File: config.mk
export PLATFORM = sky130hd
export DESIGN_NAME = remappable_pin_select
export DESIGN_NICKNAME = d
export VERILOG_FILES = /design/src/pin_routing_pkg.sv /design/src/route_if.sv /design/src/input_router.sv /design/src/output_router.sv /design/src/remappable_pin_select.sv
export SDC_FILE = /design/constraint.sdc
export NUM_CORES = 1
export LEC_CHECK = 0
export BUFFER_PORTS_ARGS = -buffer_cell sky130_fd_sc_hd__buf_4
export CAP_MARGIN = 10
export CELL_PAD_IN_SITES_DETAIL_PLACEMENT = 0
export CELL_PAD_IN_SITES_GLOBAL_PLACEMENT = 1
export CORE_MARGIN = 1.5
export CORE_UTILIZATION = 40
export DETAILED_ROUTE_END_ITERATION = 8
export PLACE_DENSITY = 0.78
export SLEW_MARGIN = 25
export SYNTH_ARGS = -nofsm -noshare
export SYNTH_HDL_FRONTEND = slang
export SYNTH_SLANG_ARGS = --single-unit
File: constraint.sdc
create_clock -name clk -period 1.8 [get_ports clk]
set_input_delay 0.45 -clock clk [delete_from_list [all_inputs] [get_ports clk]]
set_output_delay 0.45 -clock clk [all_outputs]
set_load 0.05 [all_outputs]
File: src/pin_routing_pkg.sv
`default_nettype none

package pin_routing_pkg;

  // Crossbar dimensions
  localparam int SEL_W = 4;
  localparam int NUM_IN = 24;
  localparam int NUM_PINS = 32;
  localparam int GROUP_PINS = 8;
  localparam int NUM_GROUPS = 4;
  localparam int ADDR_W = 10;
  localparam int DATA_W = 32;
  localparam int IDX_LSB = 2;
  localparam int IDX_W = 5;

  // Register map, byte addresses
  localparam logic [9:0] IN_SEL_BASE = 10'h000;
  localparam logic [9:0] OUT_SEL_BASE = 10'h100;
  localparam logic [9:0] CTRL_OFS = 10'h200;

  // Control register fields
  localparam int LOCK_BIT = 13;
  localparam int ONE_WAY_BIT = 29;

  // Reset values
  localparam logic [3:0] SEL_RESET = 4'h0;
  localparam logic [3:0] NULL_CODE = 4'h0;
  localparam logic LOCK_RESET = 1'b0;
  localparam logic [31:0] RDATA_RESET = 32'h0000_0000;

  // Input select register indices, word offset from IN_SEL_BASE
  localparam int EXT_IRQ4_PIN_SEL_IDX = 0;
  localparam int TIMER2_CLK_PIN_SEL_IDX = 1;
  localparam int CAPTURE4_PIN_SEL_IDX = 2;
  localparam int SPI1_SELECT_PIN_SEL_IDX = 3;
  localparam int REFCLK_IN_PIN_SEL_IDX = 4;
  localparam int EXT_IRQ3_PIN_SEL_IDX = 5;
  localparam int TIMER3_CLK_PIN_SEL_IDX = 6;
  localparam int CAPTURE3_PIN_SEL_IDX = 7;
  localparam int UART1_CLEAR_TO_SEND_PIN_SEL_IDX = 8;
  localparam int UART2_RECEIVE_PIN_SEL_IDX = 9;
  localparam int SPI1_DATA_IN_PIN_SEL_IDX = 10;
  localparam int EXT_IRQ2_PIN_SEL_IDX = 11;
  localparam int TIMER4_CLK_PIN_SEL_IDX = 12;
  localparam int CAPTURE1_PIN_SEL_IDX = 13;
  localparam int CAPTURE5_PIN_SEL_IDX = 14;
  localparam int UART1_RECEIVE_PIN_SEL_IDX = 15;
  localparam int UART2_CLEAR_TO_SEND_PIN_SEL_IDX = 16;
  localparam int SPI2_DATA_IN_PIN_SEL_IDX = 17;
  localparam int COMPARE_FAULT_B_PIN_SEL_IDX = 18;
  localparam int EXT_IRQ1_PIN_SEL_IDX = 19;
  localparam int TIMER5_CLK_PIN_SEL_IDX = 20;
  localparam int CAPTURE2_PIN_SEL_IDX = 21;
  localparam int SPI2_SELECT_PIN_SEL_IDX = 22;
  localparam int COMPARE_FAULT_A_PIN_SEL_IDX = 23;

  // Output codes that name a real source, one bit per code, per pin group
  localparam logic [7:0] OUT_CODE_VALID_A = 8'hae;
  localparam logic [7:0] OUT_CODE_VALID_B = 8'hb8;
  localparam logic [7:0] OUT_CODE_VALID_C = 8'hf8;
  localparam logic [7:0] OUT_CODE_VALID_D = 8'hb6;

  typedef enum logic [1:0] {
    KIND_NONE = 2'b00,
    KIND_IN = 2'b01,
    KIND_OUT = 2'b11,
    KIND_CTRL = 2'b10
  } reg_kind_t;

  // Pin group that feeds a given peripheral input
  function automatic int in_group(input int idx);
    if (idx >= EXT_IRQ1_PIN_SEL_IDX) return 3;
    else if (idx >= EXT_IRQ2_PIN_SEL_IDX) return 2;
    else if (idx >= EXT_IRQ3_PIN_SEL_IDX) return 1;
    else return 0;
  endfunction

  // Codes with the top bit set select no pin
  function automatic logic code_reserved(input logic [3:0] code);
    return code[3];
  endfunction

  function automatic logic out_code_valid(input int grp, input logic [3:0] code);
    logic [7:0] mask;
    mask = (grp == 0) ? OUT_CODE_VALID_A : (grp == 1) ? OUT_CODE_VALID_B :
           (grp == 2) ? OUT_CODE_VALID_C : OUT_CODE_VALID_D;
    return !code[3] && mask[code[2:0]];
  endfunction

  // Address decode shared by the read and write paths
  function automatic reg_kind_t addr_kind(input logic [9:0] addr);
    if (addr[1:0] != 2'b00) return KIND_NONE;
    else if (addr >= IN_SEL_BASE && addr < IN_SEL_BASE + 10'(NUM_IN * 4)) return KIND_IN;
    else if (addr >= OUT_SEL_BASE && addr < OUT_SEL_BASE + 10'(NUM_PINS * 4)) return KIND_OUT;
    else if (addr == CTRL_OFS) return KIND_CTRL;
    else return KIND_NONE;
  endfunction

endpackage

`default_nettype wire

File: src/route_if.sv
`timescale 1ns/100ps
`default_nettype none

// Select fields handed from the register file to the two routers
interface route_if;
  logic [pin_routing_pkg::NUM_IN-1:0][pin_routing_pkg::SEL_W-1:0] in_sel;
  logic [pin_routing_pkg::NUM_PINS-1:0][pin_routing_pkg::SEL_W-1:0] out_sel;
  modport cfg (output in_sel, output out_sel);
  modport route (input in_sel, input out_sel);
endinterface

`default_nettype wire

File: src/input_router.sv
`timescale 1ns/100ps
`default_nettype none

module input_router (
  // Select fields
  route_if.route sel,
  // Pad side
  input wire logic [pin_routing_pkg::NUM_PINS-1:0] pin_level,
  // Peripheral side
  output logic [pin_routing_pkg::NUM_IN-1:0] periph_level
);

  // One mux per peripheral input, drawing only from its own pin group
  always_comb begin
    for (int i = 0; i < pin_routing_pkg::NUM_IN; i++) begin
      if (pin_routing_pkg::code_reserved(sel.in_sel[i])) begin
        periph_level[i] = 1'b0; // RULE14
      end else begin
        periph_level[i] = pin_level[pin_routing_pkg::in_group(i) * pin_routing_pkg::GROUP_PINS
                                    + int'(sel.in_sel[i][2:0])]; // RULE2
      end
    end
  end

endmodule

`default_nettype wire

File: src/output_router.sv
`timescale 1ns/100ps
`default_nettype none

module output_router (
  // Select fields
  route_if.route sel,
  // Peripheral sources, indexed by output code within each group
  input wire logic [pin_routing_pkg::NUM_GROUPS-1:0][7:0] src_grp,
  input wire logic [pin_routing_pkg::NUM_PINS-1:0] pin_analog,
  // Pad side
  output logic [pin_routing_pkg::NUM_PINS-1:0] drive_level,
  output logic [pin_routing_pkg::NUM_PINS-1:0] drive_en
);

  // Null and reserved codes leave the pad to its other functions
  always_comb begin
    for (int p = 0; p < pin_routing_pkg::NUM_PINS; p++) begin
      if (pin_routing_pkg::out_code_valid(p / pin_routing_pkg::GROUP_PINS, sel.out_sel[p])) begin
        drive_level[p] = src_grp[p / pin_routing_pkg::GROUP_PINS][sel.out_sel[p][2:0]]; // RULE9
        drive_en[p] = !pin_analog[p]; // RULE13
      end else begin
        drive_level[p] = 1'b0; // RULE10
        drive_en[p] = 1'b0;
      end
    end
  end

endmodule

`default_nettype wire

File: src/remappable_pin_select.sv
// Summary of operation
// RULE1: Input and output routing use separate registers.
// RULE2: Each peripheral input owns its pin select.
// RULE3: Four-bit input code picks the matching pin.
// RULE4: First group codes select pins; 1000+ reserved.
// RULE5: Second group codes 0000-0111 pick pins.
// RULE6: Third group codes 0000-0111 pick pins.
// RULE7: Fourth group codes 0000-0111 pick pins.
// RULE8: Each pin owns its output source select.
// RULE9: Four-bit output code picks driving peripheral.
// RULE10: Output selects reset to null, nothing driven.
// RULE11: Lock set makes select writes silently ignored.
// RULE12: One-way option keeps lock until reset.
// RULE13: Routed peripheral beats digital, never analog.
// RULE14: Reserved input code gives constant low.
// RULE15: Select reads return field, upper bits zero.
//
// The address map and the Avalon-MM slave port were chosen for this implementation.
`timescale 1ns/100ps
`default_nettype none

module remappable_pin_select (
  // Clock and reset
  input wire logic clk,
  input wire logic rst_n,
  // Avalon-MM slave
  input wire logic [pin_routing_pkg::ADDR_W-1:0] avs_address,
  input wire logic avs_read,
  input wire logic avs_write,
  input wire logic [pin_routing_pkg::DATA_W-1:0] avs_writedata,
  input wire logic [3:0] avs_byteenable,
  output logic [pin_routing_pkg::DATA_W-1:0] avs_readdata,
  output logic avs_waitrequest,
  // Lock configuration
  input wire logic one_way_lock_option,
  output logic routing_lock_bit,
  // Remappable pads
  input wire logic [pin_routing_pkg::NUM_PINS-1:0] remappable_pin_in,
  input wire logic [pin_routing_pkg::NUM_PINS-1:0] remappable_pin_analog,
  output logic [pin_routing_pkg::NUM_PINS-1:0] remappable_pin_out,
  output logic [pin_routing_pkg::NUM_PINS-1:0] remappable_pin_oe,
  // Peripheral outputs to route onto pins
  input wire logic uart1_tx,
  input wire logic uart2_rts,
  input wire logic spi1_select_out,
  input wire logic compare1_out,
  input wire logic comparator2_out,
  input wire logic spi1_data_out,
  input wire logic spi2_data_out,
  input wire logic compare2_out,
  input wire logic comparator3_out,
  input wire logic compare4_out,
  input wire logic compare5_out,
  input wire logic ref_clock_out,
  input wire logic uart1_rts,
  input wire logic uart2_tx,
  input wire logic spi2_select_out,
  input wire logic compare3_out,
  input wire logic comparator1_out,
  // Peripheral inputs fed from pins
  output logic ext_irq4_input,
  output logic timer2_clock_input,
  output logic capture4_input,
  output logic spi1_slave_select_input,
  output logic reference_clock_input,
  output logic ext_irq3_input,
  output logic timer3_clock_input,
  output logic capture3_input,
  output logic uart1_clear_to_send_input,
  output logic uart2_receive_input,
  output logic spi1_data_input,
  output logic ext_irq2_input,
  output logic timer4_clock_input,
  output logic capture1_input,
  output logic capture5_input,
  output logic uart1_receive_input,
  output logic uart2_clear_to_send_input,
  output logic spi2_data_input,
  output logic compare_fault_b_input,
  output logic ext_irq1_input,
  output logic timer5_clock_input,
  output logic capture2_input,
  output logic spi2_slave_select_input,
  output logic compare_fault_a_input
);

  localparam int NUM_IN = pin_routing_pkg::NUM_IN;
  localparam int NUM_PINS = pin_routing_pkg::NUM_PINS;
  localparam int SEL_W = pin_routing_pkg::SEL_W;

  ////////////////////////////////////////////////////////////////////////////////
  // Bus handshake and decode

  logic avs_waitrequest_reg;
  logic [pin_routing_pkg::DATA_W-1:0] avs_readdata_reg;
  logic lock_reg;
  logic [NUM_IN-1:0][SEL_W-1:0] in_sel_reg;
  logic [NUM_PINS-1:0][SEL_W-1:0] out_sel_reg;
  logic [NUM_IN-1:0] periph_in_reg;
  logic [NUM_PINS-1:0] pin_out_reg;
  logic [NUM_PINS-1:0] pin_oe_reg;
  logic [NUM_IN-1:0] periph_in_next;
  logic [NUM_PINS-1:0] pin_out_next;
  logic [NUM_PINS-1:0] pin_oe_next;
  pin_routing_pkg::reg_kind_t acc_kind;
  logic [pin_routing_pkg::IDX_W-1:0] acc_idx;
  logic bus_req;
  logic bus_take;
  logic bus_commit;
  logic in_wr;
  logic out_wr;
  logic ctrl_wr;
  logic [pin_routing_pkg::DATA_W-1:0] ctrl_rdata;
  logic [pin_routing_pkg::NUM_GROUPS-1:0][7:0] src_grp;

  // Word index within a select bank
  assign acc_kind = pin_routing_pkg::addr_kind(avs_address);
  assign acc_idx = avs_address[pin_routing_pkg::IDX_LSB +: pin_routing_pkg::IDX_W];
  assign bus_req = avs_read || avs_write;
  // Take on the first edge, commit on the edge where waitrequest is seen low
  assign bus_take = bus_req && avs_waitrequest_reg;
  assign bus_commit = bus_req && !avs_waitrequest_reg;
  assign in_wr = bus_commit && avs_write && acc_kind == pin_routing_pkg::KIND_IN;
  assign out_wr = bus_commit && avs_write && acc_kind == pin_routing_pkg::KIND_OUT;
  assign ctrl_wr = bus_commit && avs_write && acc_kind == pin_routing_pkg::KIND_CTRL;

  // Waitrequest drops for exactly one cycle per access
  always_ff @(posedge clk or negedge rst_n) begin
    if (!rst_n) begin
      avs_waitrequest_reg <= 1'b1;
    end else if (bus_take) begin
      avs_waitrequest_reg <= 1'b0;
    end else begin
      avs_waitrequest_reg <= 1'b1;
    end
  end

  // Control readback: lock state and the one-way option level
  always_comb begin
    ctrl_rdata = '0;
    ctrl_rdata[pin_routing_pkg::LOCK_BIT] = lock_reg;
    ctrl_rdata[pin_routing_pkg::ONE_WAY_BIT] = one_way_lock_option;
  end

  // Read data captured at take, so it stands when waitrequest is low
  always_ff @(posedge clk or negedge rst_n) begin
    if (!rst_n) begin
      avs_readdata_reg <= pin_routing_pkg::RDATA_RESET;
    end else if (bus_take && avs_read) begin
      if (acc_kind == pin_routing_pkg::KIND_IN) begin
        avs_readdata_reg <= {28'h0000000, in_sel_reg[acc_idx]}; // RULE15
      end else if (acc_kind == pin_routing_pkg::KIND_OUT) begin
        avs_readdata_reg <= {28'h0000000, out_sel_reg[acc_idx]}; // RULE15
      end else if (acc_kind == pin_routing_pkg::KIND_CTRL) begin
        avs_readdata_reg <= ctrl_rdata;
      end else begin
        avs_readdata_reg <= pin_routing_pkg::RDATA_RESET;
      end
    end
  end

  ////////////////////////////////////////////////////////////////////////////////
  // Lock and select registers

  // Setting always allowed; clearing refused while the one-way option holds
  always_ff @(posedge clk or negedge rst_n) begin
    if (!rst_n) begin
      lock_reg <= pin_routing_pkg::LOCK_RESET;
    end else if (ctrl_wr && avs_byteenable[1]) begin
      if (avs_writedata[pin_routing_pkg::LOCK_BIT]) begin
        lock_reg <= 1'b1;
      end else if (!one_way_lock_option) begin
        lock_reg <= 1'b0; // RULE12
      end
    end
  end

  // Input bank, one field per peripheral input; locked writes still complete
  always_ff @(posedge clk or negedge rst_n) begin
    if (!rst_n) begin
      in_sel_reg <= {NUM_IN{pin_routing_pkg::SEL_RESET}};
    end else if (in_wr && avs_byteenable[0] && !lock_reg) begin // RULE11
      in_sel_reg[acc_idx] <= avs_writedata[SEL_W-1:0]; // RULE3
    end
  end

  // Output bank, one field per pin, kept apart from the input bank
  always_ff @(posedge clk or negedge rst_n) begin
    if (!rst_n) begin
      out_sel_reg <= {NUM_PINS{pin_routing_pkg::NULL_CODE}}; // RULE10
    end else if (out_wr && avs_byteenable[0] && !lock_reg) begin // RULE11
      out_sel_reg[acc_idx] <= avs_writedata[SEL_W-1:0]; // RULE8
    end
  end

  ////////////////////////////////////////////////////////////////////////////////
  // Routing

  route_if rif ();

  // Two separate banks feed two separate routers
  always_comb begin
    rif.in_sel = in_sel_reg; // RULE1
    rif.out_sel = out_sel_reg;
  end

  // Sources by code 7 down to 0; zeros stand for null and reserved codes
  assign src_grp[0] = {comparator2_out, 1'b0, compare1_out, 1'b0,
                       spi1_select_out, uart2_rts, uart1_tx, 1'b0};
  assign src_grp[1] = {comparator3_out, 1'b0, compare2_out, spi2_data_out,
                       spi1_data_out, 1'b0, 1'b0, 1'b0};
  assign src_grp[2] = {ref_clock_out, compare5_out, compare4_out, spi2_data_out,
                       spi1_data_out, 1'b0, 1'b0, 1'b0};
  assign src_grp[3] = {comparator1_out, 1'b0, compare3_out, spi2_select_out,
                       1'b0, uart2_tx, uart1_rts, 1'b0};

  // Analog pins read low to the digital side
  input_router u_input_router (
    .sel(rif.route),
    .pin_level(remappable_pin_in & ~remappable_pin_analog),
    .periph_level(periph_in_next)
  );

  output_router u_output_router (
    .sel(rif.route),
    .src_grp(src_grp),
    .pin_analog(remappable_pin_analog),
    .drive_level(pin_out_next),
    .drive_en(pin_oe_next)
  );

  // Registered routing adds one cycle of latency to every path
  always_ff @(posedge clk or negedge rst_n) begin
    if (!rst_n) begin
      periph_in_reg <= '0;
      pin_out_reg <= '0;
      pin_oe_reg <= '0;
    end else begin
      periph_in_reg <= periph_in_next; // RULE4 RULE5 RULE6 RULE7
      pin_out_reg <= pin_out_next;
      pin_oe_reg <= pin_oe_next; // RULE13
    end
  end

  ////////////////////////////////////////////////////////////////////////////////
  // Outputs

  assign avs_readdata = avs_readdata_reg;
  assign avs_waitrequest = avs_waitrequest_reg;
  assign routing_lock_bit = lock_reg;
  assign remappable_pin_out = pin_out_reg;
  assign remappable_pin_oe = pin_oe_reg;
  assign ext_irq4_input = periph_in_reg[pin_routing_pkg::EXT_IRQ4_PIN_SEL_IDX];
  assign timer2_clock_input = periph_in_reg[pin_routing_pkg::TIMER2_CLK_PIN_SEL_IDX];
  assign capture4_input = periph_in_reg[pin_routing_pkg::CAPTURE4_PIN_SEL_IDX];
  assign spi1_slave_select_input = periph_in_reg[pin_routing_pkg::SPI1_SELECT_PIN_SEL_IDX];
  assign reference_clock_input = periph_in_reg[pin_routing_pkg::REFCLK_IN_PIN_SEL_IDX];
  assign ext_irq3_input = periph_in_reg[pin_routing_pkg::EXT_IRQ3_PIN_SEL_IDX];
  assign timer3_clock_input = periph_in_reg[pin_routing_pkg::TIMER3_CLK_PIN_SEL_IDX];
  assign capture3_input = periph_in_reg[pin_routing_pkg::CAPTURE3_PIN_SEL_IDX];
  assign uart1_clear_to_send_input =
    periph_in_reg[pin_routing_pkg::UART1_CLEAR_TO_SEND_PIN_SEL_IDX];
  assign uart2_receive_input = periph_in_reg[pin_routing_pkg::UART2_RECEIVE_PIN_SEL_IDX];
  assign spi1_data_input = periph_in_reg[pin_routing_pkg::SPI1_DATA_IN_PIN_SEL_IDX];
  assign ext_irq2_input = periph_in_reg[pin_routing_pkg::EXT_IRQ2_PIN_SEL_IDX];
  assign timer4_clock_input = periph_in_reg[pin_routing_pkg::TIMER4_CLK_PIN_SEL_IDX];
  assign capture1_input = periph_in_reg[pin_routing_pkg::CAPTURE1_PIN_SEL_IDX];
  assign capture5_input = periph_in_reg[pin_routing_pkg::CAPTURE5_PIN_SEL_IDX];
  assign uart1_receive_input = periph_in_reg[pin_routing_pkg::UART1_RECEIVE_PIN_SEL_IDX];
  assign uart2_clear_to_send_input =
    periph_in_reg[pin_routing_pkg::UART2_CLEAR_TO_SEND_PIN_SEL_IDX];
  assign spi2_data_input = periph_in_reg[pin_routing_pkg::SPI2_DATA_IN_PIN_SEL_IDX];
  assign compare_fault_b_input = periph_in_reg[pin_routing_pkg::COMPARE_FAULT_B_PIN_SEL_IDX];
  assign ext_irq1_input = periph_in_reg[pin_routing_pkg::EXT_IRQ1_PIN_SEL_IDX];
  assign timer5_clock_input = periph_in_reg[pin_routing_pkg::TIMER5_CLK_PIN_SEL_IDX];
  assign capture2_input = periph_in_reg[pin_routing_pkg::CAPTURE2_PIN_SEL_IDX];
  assign spi2_slave_select_input = periph_in_reg[pin_routing_pkg::SPI2_SELECT_PIN_SEL_IDX];
  assign compare_fault_a_input = periph_in_reg[pin_routing_pkg::COMPARE_FAULT_A_PIN_SEL_IDX];
endmodule

`default_nettype wire

==> results.json <==
{
  "synth_edf_count": 0,
  "drive_gt1_share_pct": 49.3,
  "clkLatencyLatePin_ps": 550,
  "worst_setup_path_end_kind": "flip-flop",
  "grt_pass1_wl_mm": 84.7,
  "grt_setup_unrepaired": "true",
  "hold_viol_final": 0,
  "placed_cell_area_um2": 20700,
  "synthArstFlopShare_pct": 100,
  "port_buffers": 198,
  "avgSynthCellArea_um2": 12.4,
  "power_uw": 16700,
  "required_ps": 2220,
  "path_clk_slew_ps": 60,
  "yosys.area.top_type": "dfrtp_1",
  "slew_headroom_pct": 60.8,
  "drc": 0,
  "ff_latch_area_um2": 8010,
  "largest_reg_flops": 128,
  "fp.dieH_um": 210,
  "drt_iter0_drc": 907,
  "postLayoutCellArea_um2": 23000,
  "hpwlAfterDp_mm": 40.3,
  "fin_skew_ps": 12.8,
  "fin_setup_tns_ps": -27750,
  "antenna_found_initial": 3,
  "combPwrFrac_pct": 11.1,
  "synth_area_um2": 17100,
  "layout.nets": 1885,
  "yosys_register_bits": 320,
  "violations": "setup timing",
  "drtAntennaViolNets": 0,
  "cp_max_fo": 5,
  "fillCellCount": 3540,
  "synth_fa_ha_area_share_pct": 0.584,
  "internal-power_uw": 12500,
  "grt_max_degree": 57,
  "power.density_nw_per_um2": 726,
  "synth_top_family_by_area": "multiplexers",
  "setup_viol": 224,
  "cts.sinks": 320,
  "finalMaxSlewViolations": 0,
  "rows": 75,
  "numCtsBuffers": 38,
  "synthMuxAreaShare_pct": 32.5,
  "p_sw_uw": 4190,
  "clkPwrFrac_pct": 45.3,
  "synth_compound_area_share_pct": 5.48,
  "synth_commonest_cells": "dfrtp_1 (319), mux2_2 (236), mux2i_1 (117)",
  "core-area_um2": 42100,
  "tightest_slew_ps": 574,
  "cts_buffer_depth": 3,
  "place.gp.congestion": 0.913,
  "fin_hold_ws_ps": 75.1,
  "hp-class": "input pin to flip-flop",
  "synthToLayoutAreaGrowth_pct": 34.4,
  "dr_total_vias": 13400,
  "die_area_um2": 44100,
  "setup_ws_ps": -200,
  "status": "finished, violations left",
  "start_kind": "flip-flop",
  "synth_top_area_share_pct": 46.6,
  "cp.arrival_ps": 2420,
  "cts-root-buf": "clkbuf_16",
  "maxCapViolCount": 0,
  "grt_util_all_layers_pct": 25.4,
  "min_period_ps": 2000,
  "p_leak_uw": 0.0107,
  "synth_cells": 1383,
  "max_freq_ghz": 0.500,
  "synth_most_common_cell": "dfrtp_1",
  "synthFlopType": "dfrtp_1",
  "synth_xor_area_share_pct": 0,
  "io_pins": 254,
  "period_share_pct": 111,
  "synth_cell_types": 64,
  "grt_pass1_vias": 13800,
  "reg2reg_depth": 7,
  "firstDrtPassIters": 5,
  "crit_type": "flip-flop to flip-flop",
  "die_x_um": 210,
  "multiInputGateArea_um2": 9690,
  "grt_overflow_total": 0,
  "routed_wl_mm": 56.1,
  "dp.cells": 2228,
  "instances_no_fill": 2312,
  "yosys.area_share.simple_pct": 10.8,
  "vdd_drop_max_v": 0.000468,
  "h-tree-depth": 2,
  "start_util_pct": 40.7,
  "worstHoldPathCells": 2,
  "power_frac_seq_pct": 43.6,
  "switching_share_pct": 25.0,
  "viasPerCell": 5.78,
  "synth-warning-count": 0,
  "yosys-top-cells-area": "dfrtp_1 (47%), mux2_2 (16%), mux4_2 (9.9%)",
  "cts_tree": "done",
  "ys_seq_area_share_pct": 46.7,
  "wl_per_cell_um": 24.3
}
[worst paths after layout]
| check | from | end | slack [ps] |
|---|---|---|---|
| hold reg to reg | in_sel_reg[31] | periph_in_reg[7] | 460 |
| setup / recovery | avs_waitrequest | out_sel_reg[26] | -200 |
| setup reg to reg | avs_waitrequest | out_sel_reg[26] | -200 |
| hold / removal | remappable_pin_analog[0] | remappable_pin_oe[0] | 80 |
| min in group asynchronous | rst_n | out_sel_reg[2] | 450 |
| max in group asynchronous | rst_n | in_sel_reg[5] | 660 |
[kinds of logic after synthesis]
logic type / count (synthesis)
mux: 432
buf+inv: 126
compound gates: 149
flops: 320
other cells: 1
fa+ha+maj: 8
simple gates: 347
[per-stage QoR]
step / setup slack [ps] / util [%]
after global routing: -249 / 54.6
after global placement: -689 / 49.1
after floorplan: -294 / -
after detailed placement: -755 / 49.1
final: -200 / 54.7
after CTS: -184 / 53.7
[layer usage]
metal  up-vias  track usage, %  wire length, um
met3       107            4.16             3510
met5         -               0                0
met2       536            40.8            26400
met4         0            10.5             2060
met1      6856            34.4            24100
li1       5854               -                -
[power groups by stage]
stage	logic, uW	clock network [uW]	registers, uW
2_1_floorplan	803	0	7550
3_3_place_gp	1740	0	7420
3_5_place_dp	1760	0	7420
4_1_cts	1820	7730	7290
5_1_grt	1960	8010	7300
6_report	1860	7570	7290
[worst max-delay path, cell delays in order, from the launching register on]
cell	delay (ps)
dfstp_2	370
nand4bb_4	320
nor3_4	350
buf_4	180
and2_4	150
buf_12	150
nand2_4	70
mux2_2	280
[cell usage in the layout, fill, tap and decap left out, types with 42 or more instances in the layout]
cell and n:
mux2i_1 115, buf_4 358, mux4_2 75, mux2_4 84
dfrtp_1 318, nor2_1 88, mux2_2 156, a21oi_1 46
nor2b_1 43, nand3_1 42
[final cells by class]
| cell class | instances | area share (%) |
|---|---|---|
| multi-input cells | 962 | 42.1 |
| flip-flops and latches | 320 | 34.8 |
| repair buffers | 396 | 14.5 |
| clock buffers | 55 | 4.67 |
| well taps | 539 | 2.93 |
| clock inverters | 10 | 0.576 |
| inverters | 27 | 0.440 |
| diodes | 3 | 0.0326 |
[repair_timing]
item / 4_1_cts / 5_1_grt
setup endpoints to repair: 231 / 232
hold buffers: 1 / 0
resized for setup: 151 / 62
cloned: 0 / 2
pin swaps: 42 / 25
setup buffers: 7 / 10
endpoints found under the hold margin: 35 / 0
Note: power is estimated with default switching activity, not from simulation.
